<file path="src/hw/fit_pkg.sv">
/*
  Shared constants and types for the flag, interrupt request and timer pin block:
  register offsets, field positions, reset values, timing counts and bus carriers.
  Assumes a 50 MHz core clock and a 32-bit Avalon-MM slave with byte addresses.
*/
package fit_pkg;

  localparam int unsigned NUM_FLAGS = 4;
  localparam int unsigned NUM_IRQS  = 4;
  localparam int unsigned ADDR_W    = 6;
  localparam int unsigned DATA_W    = 32;

  // Register byte offsets
  localparam logic [ADDR_W-1:0] OFS_FLAG_DIR   = 6'h00;
  localparam logic [ADDR_W-1:0] OFS_FLAG_OUT   = 6'h04;
  localparam logic [ADDR_W-1:0] OFS_FLAG_IN    = 6'h08;
  localparam logic [ADDR_W-1:0] OFS_IRQ_SENSE  = 6'h0c;
  localparam logic [ADDR_W-1:0] OFS_IRQ_EN     = 6'h10;
  localparam logic [ADDR_W-1:0] OFS_STRAPS     = 6'h14;
  localparam logic [ADDR_W-1:0] OFS_INT_STATUS = 6'h18;
  localparam logic [ADDR_W-1:0] OFS_INT_CLEAR  = 6'h1c;
  localparam logic [ADDR_W-1:0] OFS_INT_ENABLE = 6'h20;

  // Field positions
  localparam int unsigned STRAP_TMR_BIT   = 0;
  localparam int unsigned STRAP_IRQ_BIT   = 1;
  localparam int unsigned EVT_TMR_BIT     = 4;
  localparam int unsigned NUM_EVENTS      = 5;

  // Reset values
  localparam logic [NUM_FLAGS-1:0]  FLAG_DIR_RST   = 4'h0;
  localparam logic [NUM_FLAGS-1:0]  FLAG_OUT_RST   = 4'h0;
  localparam logic [NUM_IRQS-1:0]   IRQ_SENSE_RST  = 4'h0;
  localparam logic [NUM_IRQS-1:0]   IRQ_EN_RST     = 4'h0;
  localparam logic [NUM_IRQS-1:0]   IRQ_EN_BOOT    = 4'hf;
  localparam logic [NUM_EVENTS-1:0] EVT_RST        = 5'h00;

  // Timing
  localparam int unsigned CLK_PERIOD_NS  = 20;
  localparam int unsigned TMR_PULSE_NS   = 100;
  localparam int unsigned TMR_PULSE_CYC  = (TMR_PULSE_NS + CLK_PERIOD_NS - 1) / CLK_PERIOD_NS;
  localparam int unsigned TMR_CNT_W      = 3;

  typedef struct packed {
    logic                read;
    logic                write;
    logic [ADDR_W-1:0]   address;
    logic [DATA_W-1:0]   writedata;
  } fit_avm_req_s;

  typedef struct packed {
    logic [NUM_FLAGS-1:0] out;
    logic [NUM_FLAGS-1:0] oe;
  } fit_flag_drv_s;

endpackage

</file>
<file path="src/hw/fit_pins.sv">
/*
  Pin logic for four general-purpose flag pins, four external interrupt
  request inputs and the timer-zero expired output, with an Avalon-MM slave.
  Assumes the timer logic gives a one-cycle expiry pulse on the core clock and
  that reset is held for at least four clock edges so straps settle.
*/
// Added by the designer: the Avalon-MM slave port and the register offsets.
`timescale 1ns/1ps
module fit_pins (
  input  wire logic                          clk,
  input  wire logic                          srst,
  input  wire fit_pkg::fit_avm_req_s         avmReq,
  output logic                               avmWaitrequest,
  output logic [fit_pkg::DATA_W-1:0]         avmReaddata,
  input  wire logic [fit_pkg::NUM_FLAGS-1:0] gpConditionPinsIn,
  output fit_pkg::fit_flag_drv_s             gpConditionPinsDrv,
  output logic [fit_pkg::NUM_FLAGS-1:0]      gpCondition,
  input  wire logic [fit_pkg::NUM_IRQS-1:0]  extInterruptRequestPinsN,
  input  wire logic                          bootVectorsReady,
  output logic [fit_pkg::NUM_IRQS-1:0]       coreIrqReq,
  input  wire logic                          timerZeroExpire,
  input  wire logic                          timerZeroExpiredIn,
  output logic                               timerZeroExpiredOut,
  output logic                               timerZeroExpiredOe,
  input  wire logic                          irqBootStrapPin,
  output logic                               irqOut
);

  localparam int unsigned SYNC_W = fit_pkg::NUM_FLAGS + fit_pkg::NUM_IRQS + 2;

  logic [SYNC_W-1:0]                 syncIn;
  logic [SYNC_W-1:0]                 syncOut;
  logic [fit_pkg::NUM_FLAGS-1:0]     flagSync;
  logic [fit_pkg::NUM_IRQS-1:0]      irqSyncN;
  logic                              tmrPinSync;
  logic                              bootPinSync;

  ////////////////////////////////////////////////////////////////////////////
  // Input synchronisers

  assign syncIn = {irqBootStrapPin, timerZeroExpiredIn, extInterruptRequestPinsN, gpConditionPinsIn};

  fit_sync #(.W(SYNC_W)) uSync (
    .clk     (clk),
    .asyncIn (syncIn),
    .syncOut (syncOut)
  );

  assign flagSync    = syncOut[fit_pkg::NUM_FLAGS-1:0];
  assign irqSyncN    = syncOut[fit_pkg::NUM_FLAGS +: fit_pkg::NUM_IRQS];
  assign tmrPinSync  = syncOut[SYNC_W-2];
  assign bootPinSync = syncOut[SYNC_W-1];

  ////////////////////////////////////////////////////////////////////////////
  // Register state

  logic [fit_pkg::NUM_FLAGS-1:0]  flagDir_q, flagDir_d;
  logic [fit_pkg::NUM_FLAGS-1:0]  flagOut_q, flagOut_d;
  logic [fit_pkg::NUM_IRQS-1:0]   irqSense_q, irqSense_d;
  logic [fit_pkg::NUM_IRQS-1:0]   irqEn_q, irqEn_d;
  logic                           bootDone_q, bootDone_d;
  logic [fit_pkg::NUM_EVENTS-1:0] evtStatus_q, evtStatus_d;
  logic [fit_pkg::NUM_EVENTS-1:0] evtEnable_q, evtEnable_d;
  logic                           waitReq_q, waitReq_d;
  logic [fit_pkg::DATA_W-1:0]     rdata_q, rdata_d;
  logic                           strapTmr_q, strapTmr_d;
  logic                           strapIrq_q, strapIrq_d;
  logic                           wrTake;
  logic [fit_pkg::DATA_W-1:0]     evtClear;
  logic [fit_pkg::NUM_EVENTS-1:0] events;

  // Accepted at the edge where waitrequest is seen low
  assign wrTake = avmReq.write && !waitReq_q;

  always_comb begin
    flagDir_d   = flagDir_q;
    flagOut_d   = flagOut_q;
    irqSense_d  = irqSense_q;
    irqEn_d     = irqEn_q;
    bootDone_d  = bootDone_q;
    evtEnable_d = evtEnable_q;
    evtClear    = '0;
    strapTmr_d  = strapTmr_q;
    strapIrq_d  = strapIrq_q;
    if (wrTake) begin
      unique case (avmReq.address)
        fit_pkg::OFS_FLAG_DIR:   flagDir_d   = avmReq.writedata[fit_pkg::NUM_FLAGS-1:0];
        fit_pkg::OFS_FLAG_OUT:   flagOut_d   = avmReq.writedata[fit_pkg::NUM_FLAGS-1:0];
        fit_pkg::OFS_IRQ_SENSE:  irqSense_d  = avmReq.writedata[fit_pkg::NUM_IRQS-1:0];
        fit_pkg::OFS_IRQ_EN:     irqEn_d     = avmReq.writedata[fit_pkg::NUM_IRQS-1:0];
        fit_pkg::OFS_INT_CLEAR:  evtClear    = avmReq.writedata;
        fit_pkg::OFS_INT_ENABLE: evtEnable_d = avmReq.writedata[fit_pkg::NUM_EVENTS-1:0];
        default: ;
      endcase
    end
    // One-shot boot enable; a software write in the same cycle is overridden
    if (strapIrq_q && bootVectorsReady && !bootDone_q) begin
      irqEn_d    = fit_pkg::IRQ_EN_BOOT;
      bootDone_d = 1'b1;
    end
    // Set wins over clear so an event landing on a clear is kept
    evtStatus_d = (evtStatus_q & ~evtClear[fit_pkg::NUM_EVENTS-1:0]) | events;
    if (srst) begin
      flagDir_d   = fit_pkg::FLAG_DIR_RST;
      flagOut_d   = fit_pkg::FLAG_OUT_RST;
      irqSense_d  = fit_pkg::IRQ_SENSE_RST;
      irqEn_d     = fit_pkg::IRQ_EN_RST;
      bootDone_d  = 1'b0;
      evtStatus_d = fit_pkg::EVT_RST;
      evtEnable_d = fit_pkg::EVT_RST;
      strapTmr_d  = tmrPinSync;
      strapIrq_d  = bootPinSync;
    end
  end

  always_ff @(posedge clk) begin
    flagDir_q   <= flagDir_d;
    flagOut_q   <= flagOut_d;
    irqSense_q  <= irqSense_d;
    irqEn_q     <= irqEn_d;
    bootDone_q  <= bootDone_d;
    evtStatus_q <= evtStatus_d;
    evtEnable_q <= evtEnable_d;
    strapTmr_q  <= strapTmr_d;
    strapIrq_q  <= strapIrq_d;
  end

  ////////////////////////////////////////////////////////////////////////////
  // Avalon-MM slave: one wait cycle, then the answer

  always_comb begin
    waitReq_d = 1'b1;
    rdata_d   = rdata_q;
    if ((avmReq.read || avmReq.write) && waitReq_q) begin
      waitReq_d = 1'b0;
      rdata_d   = '0;
      if (avmReq.read) begin
        unique case (avmReq.address)
          fit_pkg::OFS_FLAG_DIR:   rdata_d[fit_pkg::NUM_FLAGS-1:0]  = flagDir_q;
          fit_pkg::OFS_FLAG_OUT:   rdata_d[fit_pkg::NUM_FLAGS-1:0]  = flagOut_q;
          fit_pkg::OFS_FLAG_IN:    rdata_d[fit_pkg::NUM_FLAGS-1:0]  = flagSync;
          fit_pkg::OFS_IRQ_SENSE:  rdata_d[fit_pkg::NUM_IRQS-1:0]   = irqSense_q;
          fit_pkg::OFS_IRQ_EN:     rdata_d[fit_pkg::NUM_IRQS-1:0]   = irqEn_q;
          fit_pkg::OFS_STRAPS: begin
            rdata_d[fit_pkg::STRAP_TMR_BIT] = strapTmr_q;
            rdata_d[fit_pkg::STRAP_IRQ_BIT] = strapIrq_q;
          end
          fit_pkg::OFS_INT_STATUS: rdata_d[fit_pkg::NUM_EVENTS-1:0] = evtStatus_q;
          fit_pkg::OFS_INT_ENABLE: rdata_d[fit_pkg::NUM_EVENTS-1:0] = evtEnable_q;
          default: ;
        endcase
      end
    end
    if (srst) begin
      waitReq_d = 1'b1;
      rdata_d   = '0;
    end
  end

  always_ff @(posedge clk) begin
    waitReq_q <= waitReq_d;
    rdata_q   <= rdata_d;
  end

  assign avmWaitrequest = waitReq_q;
  assign avmReaddata    = rdata_q;

  ////////////////////////////////////////////////////////////////////////////
  // Flags and interrupt request sensing

  logic [fit_pkg::NUM_IRQS-1:0]  irqPrevN_q, irqPrevN_d;
  logic [fit_pkg::NUM_IRQS-1:0]  coreReq_q, coreReq_d;
  logic [fit_pkg::NUM_FLAGS-1:0] cond_q, cond_d;
  logic [fit_pkg::NUM_IRQS-1:0]  irqFall;

  // Pins are active low; an edge is the falling transition
  assign irqFall = irqPrevN_q & ~irqSyncN;

  always_comb begin
    irqPrevN_d = irqSyncN;
    cond_d     = flagSync;
    for (int i = 0; i < fit_pkg::NUM_IRQS; i++) begin
      coreReq_d[i] = irqEn_q[i] && (irqSense_q[i] ? irqFall[i] : !irqSyncN[i]);
    end
    if (srst) begin
      irqPrevN_d = '1;
      cond_d     = '0;
      coreReq_d  = '0;
    end
  end

  always_ff @(posedge clk) begin
    irqPrevN_q <= irqPrevN_d;
    coreReq_q  <= coreReq_d;
    cond_q     <= cond_d;
  end

  assign coreIrqReq             = coreReq_q;
  assign gpCondition            = cond_q;
  assign gpConditionPinsDrv     = '{out: flagOut_q, oe: flagDir_q};

  ////////////////////////////////////////////////////////////////////////////
  // Timer expired output and interrupt line

  logic [fit_pkg::TMR_CNT_W-1:0] tmrCnt_q, tmrCnt_d;
  logic                          tmrOut_q, tmrOut_d;
  logic                          tmrOe_q, tmrOe_d;
  logic                          irqLine_q, irqLine_d;

  assign events = {timerZeroExpire, irqFall};

  always_comb begin
    tmrCnt_d = tmrCnt_q;
    // A new expiry restarts the pulse rather than queueing a second one
    if (timerZeroExpire) begin
      tmrCnt_d = fit_pkg::TMR_CNT_W'(fit_pkg::TMR_PULSE_CYC);
    end else if (tmrCnt_q != '0) begin
      tmrCnt_d = tmrCnt_q - 1'b1;
    end
    tmrOut_d  = (tmrCnt_d != '0);
    tmrOe_d   = 1'b1;
    irqLine_d = |(evtStatus_d & evtEnable_d);
    if (srst) begin
      tmrCnt_d  = '0;
      tmrOut_d  = 1'b0;
      tmrOe_d   = 1'b0;
      irqLine_d = 1'b0;
    end
  end

  always_ff @(posedge clk) begin
    tmrCnt_q  <= tmrCnt_d;
    tmrOut_q  <= tmrOut_d;
    tmrOe_q   <= tmrOe_d;
    irqLine_q <= irqLine_d;
  end

  assign timerZeroExpiredOut = tmrOut_q;
  assign timerZeroExpiredOe  = tmrOe_q;
  assign irqOut              = irqLine_q;

  ////////////////////////////////////////////////////////////////////////////
  // Assertions

  flag_dir_write_a: assert property (@(posedge clk) disable iff (srst)
    wrTake && avmReq.address == fit_pkg::OFS_FLAG_DIR |=>
      gpConditionPinsDrv.oe == $past(avmReq.writedata[fit_pkg::NUM_FLAGS-1:0]))
    else $error("flag direction does not follow the write");

  // The release edge still registers reset values, so start one edge later
  cond_follow_a: assert property (@(posedge clk) disable iff (srst)
    !srst |=> gpCondition == $past(flagSync))
    else $error("condition output does not follow synced flag");

  flag_reset_a: assert property (@(posedge clk)
    srst |=> gpConditionPinsDrv.oe == '0)
    else $error("flag drivers active after reset");

  level_irq_a: assert property (@(posedge clk) disable iff (srst)
    irqEn_q[2] && !irqSense_q[2] && !irqSyncN[2] |=> coreIrqReq[2])
    else $error("level request not raised");

  edge_irq_a: assert property (@(posedge clk) disable iff (srst)
    irqSense_q[1] && coreIrqReq[1] |=> !coreIrqReq[1] || $past(irqFall[1]))
    else $error("edge request longer than one cycle");

  irq_disabled_a: assert property (@(posedge clk) disable iff (srst)
    $fell(srst) ##0 !strapIrq_q |-> irqEn_q == '0)
    else $error("interrupt inputs enabled after reset without boot strap");

  timer_pulse_a: assert property (@(posedge clk) disable iff (srst)
    timerZeroExpire ##1 !timerZeroExpire [*5] |-> ##1 !timerZeroExpiredOut)
    else $error("timer pulse has the wrong length");

  timer_high_a: assert property (@(posedge clk) disable iff (srst)
    timerZeroExpire |=> timerZeroExpiredOut [*2])
    else $error("timer pulse not driven");

  strap_no_drive_a: assert property (@(posedge clk)
    srst |=> !timerZeroExpiredOe)
    else $error("timer pin driven in reset");

  // Checked after release only: the synchroniser is unknown at power-up
  strap_sample_a: assert property (@(posedge clk)
    $fell(srst) |-> strapTmr_q == $past(tmrPinSync) && strapIrq_q == $past(bootPinSync))
    else $error("strap not taken at the last reset edge");

  sync_delay_a: assert property (@(posedge clk)
    !srst |-> ##2 flagSync == $past(gpConditionPinsIn, 2))
    else $error("flag synchroniser depth wrong");

  bus_answer_a: assert property (@(posedge clk) disable iff (srst)
    (avmReq.read || avmReq.write) && avmWaitrequest |=> !avmWaitrequest)
    else $error("bus answer later than one wait cycle");

  timer_pulse_c: cover property (@(posedge clk) disable iff (srst) timerZeroExpire ##1 timerZeroExpiredOut);
  edge_irq_c:    cover property (@(posedge clk) disable iff (srst) irqSense_q[0] && coreIrqReq[0]);
  boot_en_c:     cover property (@(posedge clk) disable iff (srst) !bootDone_q ##1 bootDone_q);
  irq_line_c:    cover property (@(posedge clk) disable iff (srst) $rose(irqOut));

endmodule

</file>
<file path="src/hw/fit_sync.sv">
/*
  Two-stage synchroniser for a bundle of asynchronous pin levels.
  Assumes each bit changes independently; no multi-bit coherence is given.
*/
`timescale 1ns/1ps
module fit_sync #(
  parameter int unsigned W = 1
) (
  input  wire logic         clk,
  input  wire logic [W-1:0] asyncIn,
  output logic      [W-1:0] syncOut
);

  logic [W-1:0] meta_q;
  logic [W-1:0] stable_q;

  // No reset on purpose: the stages must keep tracking the pins while reset
  // is held so that straps can be sampled then
  always_ff @(posedge clk) begin
    meta_q   <= asyncIn;
    stable_q <= meta_q;
  end

  assign syncOut = stable_q;

endmodule

</file>
<file path="config.mk">
export PLATFORM = sky130hd
export DESIGN_NAME = fit_pins
export DESIGN_NICKNAME = d
export VERILOG_FILES = /design/src/hw/fit_pkg.sv /design/src/hw/fit_pins.sv /design/src/hw/fit_sync.sv
export SDC_FILE = /design/constraint.sdc
export NUM_CORES = 1
export LEC_CHECK = 0
export BUFFER_PORTS_ARGS = -buffer_cell sky130_fd_sc_hd__buf_4
export CAP_MARGIN = 30
export CORE_ASPECT_RATIO = 1.4
export CORE_MARGIN = 2
export CORE_UTILIZATION = 49
export DETAILED_ROUTE_END_ITERATION = 10
export HOLD_SLACK_MARGIN = 0.02
export PLACE_DENSITY = 0.88
export SETUP_SLACK_MARGIN = 0.2
export SYNTH_ARGS = -nofsm -noshare
export SYNTH_HDL_FRONTEND = slang
export SYNTH_SLANG_ARGS = --single-unit
</file>
<file path="constraint.sdc">
create_clock -name clk -period 2.55 [get_ports clk]
set_input_delay 0.6375 -clock clk [delete_from_list [all_inputs] [get_ports clk]]
set_output_delay 0.6375 -clock clk [all_outputs]
set_load 0.02 [all_outputs]
</file>
==> reports/results.tsv, run 1 <==
metric	value	unit
antenna fix cells	0	
worst ir drop on vdd	0.4119	mV
worst reg2reg path startpoint	avmWaitrequest	
setup clock skew after layout	0.01235	ns
setup repair after global routing missed its margin	no	
Post-synth top flop	sky130_fd_sc_hd__dfxtp_1	
share of final-layout standard cells stronger than drive strength 1	0.2391	
Cell Area, Synth	2874	um2
register bit count reported by yosys	73	
gate count of the mapped netlist	284	
category of the worst setup path launch point	primary input	
antenna violations before repair	0	
wire length reported by the detailed router	5835	um
critical path required time	2.78	ns
H-tree depth reported by CTS	3	
Reg2Reg Capture Point	irqOut	
initial core utilization	0.4972	
worst rel slew slack	0.6672	
# placed instances	397	
worst hold slack across all endpoints	0.3226	ns
floorplan row count	33	
post-synthesis async set-or-reset flop share	0	
root cell of the clock tree	sky130_fd_sc_hd__clkbuf_8	
Post-synth EDFFs	2	
Hold Path Depth	0	
minimum setup slack in the final design	0.6402	ns
Final Critical Period	1.910	ns
count of final hold-check violations	0	
die area	6502	um2
Clock Pin Slew Worst Setup and Hold Paths	0.08	ns
cell area reported after detailed placement	3222	um2
path class of the lowest-slack min-delay path	register to register	
leftover overflow at the end of global routing	0	
end point of the worst hold path	uSync.syncOut[6]	
routability congestion estimate	0.8828	
total track usage	0.1941	
WP data arrival	2.14	ns
die boundary height	94.62	um
delay of the slowest critical-path stage	0.42	ns
peak clock frequency supported by timing	0.5236	GHz
cts-stage hold buffer count	0	
Pleak	1.537	nW
post-CTS setup buffers	0	
distinct cell type count of the synthesized netlist	41	
Iteration-0 DRC Markers	153	
sort of element at the end of the critical path	register	
count of non-filler cells in the finished layout	413	
cell-by-cell trace of the critical path	buf_4 -> and4b_1 -> nand3_1 -> a21oi_1 -> o32ai_1 -> a2111o_1	
cells on worst reg2reg path	5	
share of synthesized area occupied by flip-flops and latches	0.5155	
final setup vio count	0	
mean number of vias per cell	5.252	
pre-CTS setup slack	0.3253	ns
largest buffer count on any clock path	2	
maxcap violations	0	
status	finished, final reports clean	
width of the die	68.73	um
worst skew pair latency	0.34	ns
cell type group with the largest total delay on the critical path	compound AO/OA/AOI/OAI gates	
launch instance of the worst min-delay path	uSync.meta_q[6]	
vias in the first global route	2083	
area of all placed cells without fillers	3492	um2
via count	2169	
NumNets Final	395	
Routed WL per cell	14.13	um
area of the core	5781	um2
Mean Syn Cell Area	10.12	um2
crit path max fanout	17	
slew at the pin closest to its max-slew limit	0.4982	ns
I/O pin count	106	
warnings from Yosys	0	
register-to-register setup slack	0.72	ns
# DRC	0	
count of cells resized by post-cts repair	0	
count of input and output buffers	51	
Final TNS setup	0	ns
start-to-end type of the worst setup path	primary input to register	
TritonRoute pass-1 iters	5	
number of buffers inserted during clock tree synthesis	9	
slowest cell on the critical path	sky130_fd_sc_hd__a2111o_1	
global-route wire length before repair	9204	um
leading cell type in the layout, fill and taps excluded	sky130_fd_sc_hd__dfxtp_1	
CTS tree	built	
post-route antenna net violation count	0	
final-report max-slew violation count	0	
HPWL Detailed	4204	um
number of clock sinks seen by CTS	73	
most frequent cells in the layout	sky130_fd_sc_hd__dfxtp_1, sky130_fd_sc_hd__buf_4, sky130_fd_sc_hd__conb_1, sky130_fd_sc_hd__a21oi_1, sky130_fd_sc_hd__nor2_1	
total buffers and inverters traversed by the critical path	1	
Final Cycle Share	0.7490	
pin count of the biggest net entering global routing	47	
areal power density over the cells	743.0	nW/um2
area added between synthesis and finish	21.51	%
-- power by group --
group / total (W) / internal, W / switching (W)
sequential: 0.00122 / 0.00119 / 0.0000227
clock: 0.00116 / 0.000741 / 0.000422
combinational: 0.000216 / 0.0000835 / 0.000133
-- worst reg2reg max path, delay by kind of cell, from the launching register on --
kind	cells	cell delay, ns
simple gates	2	0.56
flops	1	0.39
compound gates	3	0.76
-- metrics by stage --
| step | power (W) | util |
|---|---|---|
| after global placement | 0.001448 | 0.5574 |
| after global routing | 0.002693 | 0.6041 |
| after detailed placement | 0.001456 | 0.5574 |
| final | 0.002595 | 0.6041 |
| after CTS | 0.002619 | 0.6041 |
| after floorplan | 0.001405 | - |
-- flip-flops by register name (all words and copies together), names as in the netlist, 3 cells and up --
| signal | flops |
|---|---|
| irqEn_q | 4 |
| gpCondition | 4 |
| flagDir_q | 4 |
| irqPrevN_q | 4 |
| evtStatus_q | 5 |
| irqSense_q | 4 |
| avmReaddata | 5 |
| uSync.meta_q | 10 |
| evtEnable_q | 5 |
| coreIrqReq | 4 |
| tmrCnt_q | 3 |
| uSync.syncOut | 10 |
| flagOut_q | 4 |
-- routing by layer --
metal / share of wire / GRT usage
met1: 0.36 / 0.2076
met2: 0.52 / 0.3133
met3: 0.073 / 0.05244
met4: 0.041 / 0.1520
met5: 0 / 0
-- worst max path at each step --
stage,start,to,slack (ns),cells past startpoint
floorplan,avmReq[35],irqOut,0.44,6
global placement,avmReq[35],irqOut,0.32,6
detailed placement,avmReq[35],irqOut,0.33,6
CTS,avmReq[35],irqOut,0.69,6
global route,avmReq[33],avmReaddata[3],0.58,7
finish,avmReq[35],irqOut,0.64,6
-- cell type report --
cell class | instances | area (um2)
clock inverters | 5 | 107.6
repair buffers | 56 | 420.4
well taps | 70 | 87.58
fillers | 491 | 2288
inverters | 8 | 30.03
multi-input cells | 190 | 1202
clock buffers | 11 | 162.7
flip-flops and latches | 73 | 1481
-- cell families after synthesis --
logic type,count (synthesis),share of synthesized area
AND/OR/NAND/NOR,95,0.1898
flip-flops,73,0.5155
multiplexers,19,0.08184
AO/OA/AOI/OAI,45,0.09534
other,1,0.001305
buffers and inverters,47,0.1001
XOR/XNOR,1,0.003048
adder cells (fa/ha/maj),3,0.01306
-- cell usage after synthesis (3+ instances only) --
cell	instances	share of area
sky130_fd_sc_hd__nor3b_1	5	0.013
sky130_fd_sc_hd__clkbuf_1	9	0.012
sky130_fd_sc_hd__buf_4	27	0.071
sky130_fd_sc_hd__nor2_1	21	0.027
sky130_fd_sc_hd__nand2_1	15	0.020
sky130_fd_sc_hd__nor2b_1	15	0.033
sky130_fd_sc_hd__mux2i_1	16	0.056
sky130_fd_sc_hd__dfxtp_1	71	0.49
sky130_fd_sc_hd__a22oi_1	4	0.010
sky130_fd_sc_hd__ha_1	3	0.013
sky130_fd_sc_hd__o21ai_0	5	0.0087
sky130_fd_sc_hd__a21oi_1	26	0.045
sky130_fd_sc_hd__a22o_1	5	0.015
sky130_fd_sc_hd__nor3_1	5	0.0087
sky130_fd_sc_hd__inv_1	8	0.010
sky130_fd_sc_hd__or2_2	4	0.0087
sky130_fd_sc_hd__nand3_1	17	0.030
Note: power is estimated with default switching activity, not from simulation.
==> run 2, diff against run 1 <==
ABC_AREA = 1   (was not set)
CORE_UTILIZATION = 50   (was 49)
PLACE_DENSITY = 0.89   (was 0.88)
clock period = 1.9 ns   (was 2.55 ns; I/O delays follow)
==> reports/results.tsv, run 2 <==
metric	value	unit
register bit count reported by yosys	73	
global-route wire length before repair	11010	um
NumNets Final	513	
Mean Syn Cell Area	7.878	um2
total track usage	0.2090	
Iteration-0 DRC Markers	136	
areal power density over the cells	853.5	nW/um2
leftover overflow at the end of global routing	0	
delay of the slowest critical-path stage	0.36	ns
number of buffers inserted during clock tree synthesis	9	
sort of element at the end of the critical path	register	
post-synthesis async set-or-reset flop share	0	
initial core utilization	0.5080	
crit path max fanout	4	
Clock Pin Slew Worst Setup and Hold Paths	0.07	ns
CTS tree	built	
Routed WL per cell	12.76	um
Cell Area, Synth	3112	um2
most frequent cell after synthesis	sky130_fd_sc_hd__nand2_1	
root cell of the clock tree	sky130_fd_sc_hd__clkbuf_8	
critical path required time	2.12	ns
# DRC	0	
Final TNS setup	0	ns
setup repair after global routing missed its margin	no	
WP data arrival	1.83	ns
width of the die	70.68	um
maxcap violations	0	
pre-CTS setup slack	0.1510	ns
peak clock frequency supported by timing	0.6195	GHz
warnings from Yosys	0	
wire length reported by the detailed router	6790	um
cell area reported after detailed placement	3493	um2
cell type contributing the most total cell area after synthesis	sky130_fd_sc_hd__dfxtp_1	
worst skew pair latency	0.35	ns
category of the worst setup path launch point	register	
met1 demand-to-capacity share in global routing	0.2187	
TritonRoute pass-1 iters	5	
status	finished, final reports clean	
gate count of the mapped netlist	395	
GRT Max-Usage Layer	met2	
post-route antenna net violation count	0	
cell type group with the largest total delay on the critical path	simple AND/OR/NAND/NOR gates	
floorplan row count	34	
final-report max-slew violation count	0	
Final Critical Period	1.614	ns
I/O pin count	106	
area added between synthesis and finish	18.70	%
routability congestion estimate	0.9389	
H-tree depth reported by CTS	3	
ranking of synthesized cells by instance count	sky130_fd_sc_hd__nand2_1, sky130_fd_sc_hd__dfxtp_1, sky130_fd_sc_hd__nor2_1	
worst ir drop on vdd	0.6004	mV
share of final-layout standard cells stronger than drive strength 1	0.2391	
slowest cell on the critical path	sky130_fd_sc_hd__dfxtp_1	
post-CTS setup buffers	0	
most numerous cell on the critical path	sky130_fd_sc_hd__nand2_1	
mean number of vias per cell	4.852	
die boundary height	97.34	um
share of synthesized area occupied by flip-flops and latches	0.4761	
count of non-filler cells in the finished layout	532	
HPWL Detailed	5011	um
area of all placed cells without fillers	3694	um2
die area	6880	um2
setup clock skew after layout	0.009381	ns
via count	2581	
cell-by-cell trace of the critical path	inv_1 -> ha_1 -> ha_2 -> nand2_1 -> o21ai_0 -> nand2_1 -> nor2_1 -> or3_1	
final setup vio count	0	
GR Util met3	0.04253	
most frequent cells in the layout	sky130_fd_sc_hd__nand2_1, sky130_fd_sc_hd__dfxtp_1, sky130_fd_sc_hd__nor2_1, sky130_fd_sc_hd__inv_1, sky130_fd_sc_hd__buf_4	
antenna fix cells	0	
count of final hold-check violations	0	
path class of the lowest-slack min-delay path	primary input to register	
Pleak	1.880	nW
count of input and output buffers	51	
distinct cell type count of the synthesized netlist	25	
largest buffer count on any clock path	2	
antenna violations before repair	0	
Total Power	0.003152	W
start-to-end type of the worst setup path	register to register	
met2 usage in global routing	0.3643	
pin count of the biggest net entering global routing	17	
leading cell type in the layout, fill and taps excluded	sky130_fd_sc_hd__nand2_1	
vias in the first global route	2547	
area of the core	6126	um2
# placed instances	517	
number of clock sinks seen by CTS	73	
share of the synthesized area in the top cell type	0.4568	
minimum setup slack in the final design	0.2858	ns
Post-synth EDFFs	2	
total buffers and inverters traversed by the critical path	1	
Post-synth top flop	sky130_fd_sc_hd__dfxtp_1	
Final Cycle Share	0.8496	
synth top area cells	sky130_fd_sc_hd__dfxtp_1, sky130_fd_sc_hd__nand2_1, sky130_fd_sc_hd__nor2_1	
## run 2: changes by cell type after synthesis, sizes merged, moves of 4 or more
cell and delta:
o21ai +6, nor3 -5, a22o -5, nor4b -4, clkbuf -7, nor2b -15, inv +52, nor2 +47
a211oi +8, nor3b -5, nand2 +70, nand3 +6, mux2i -16, a22oi -4
## run 2: cells by family after synthesis
group / Yosys count / share of synthesized area
and+or+nand+nor: 183 / 0.2730
adders and majority gates: 3 / 0.01206
DFF: 73 / 0.4761
AOI/OAI and AO/OA: 44 / 0.09489
other: 1 / 0.001205
buffers and inverters: 91 / 0.1427
## run 2: timing repair
action,CTS,global route
endpoints found under the setup margin,0,2
resized for setup,0,2
hold buffers,0,0
## run 2: worst paths after layout
check	start	end	depth (start not counted)	slack [ns]
worst max register to register	tmrCnt_q[0]	timerZeroExpiredOut	8	0.29
worst min register to register	uSync.meta_q[6]	uSync.syncOut[6]	0	0.32
worst max-delay path	tmrCnt_q[0]	timerZeroExpiredOut	8	0.29
worst min-delay path	gpConditionPinsIn[1]	uSync.meta_q[1]	1	0.23
## run 2: worst reg2reg max path, delay by kind of cell (launching register included)
family	cells	cell delay, ns
simple gates	4	0.56
fa+ha+maj	2	0.44
compound gates	1	0.09
flops	1	0.36
buf+inv	1	0.06
## run 2: through the flow
step / util / hold slack [ns]
2_1_floorplan: - / 0.3096
3_3_place_gp: 0.5703 / 0.3107
3_5_place_dp: 0.5703 / 0.3128
4_1_cts: 0.6019 / 0.2167
5_1_grt: 0.6029 / 0.2081
6_report: 0.6029 / 0.2271
## run 2: area by class of cell
class | instances | area (um2)
inverters | 60 | 225.2
fillers | 571 | 2432
well taps | 72 | 90.09
flip-flops and latches | 73 | 1481
clock buffers | 10 | 137.6
clock inverters | 5 | 56.30
multi-input cells | 257 | 1290
repair buffers | 55 | 412.9
## run 2: where the power goes
group | switching (W) | internal (W) | total [W]
sequential | 0.0000277 | 0.00160 | 0.00163
clock | 0.000566 | 0.000632 | 0.00120
combinational | 0.000218 | 0.000106 | 0.000324
## run 2: metal layers
layer,routed length [um],vias up,part of all wire
met5,0,-,0
met4,298,0,0.044
met3,363,28,0.053
met2,3497,102,0.52
met1,2630,1171,0.39
li1,-,1280,-
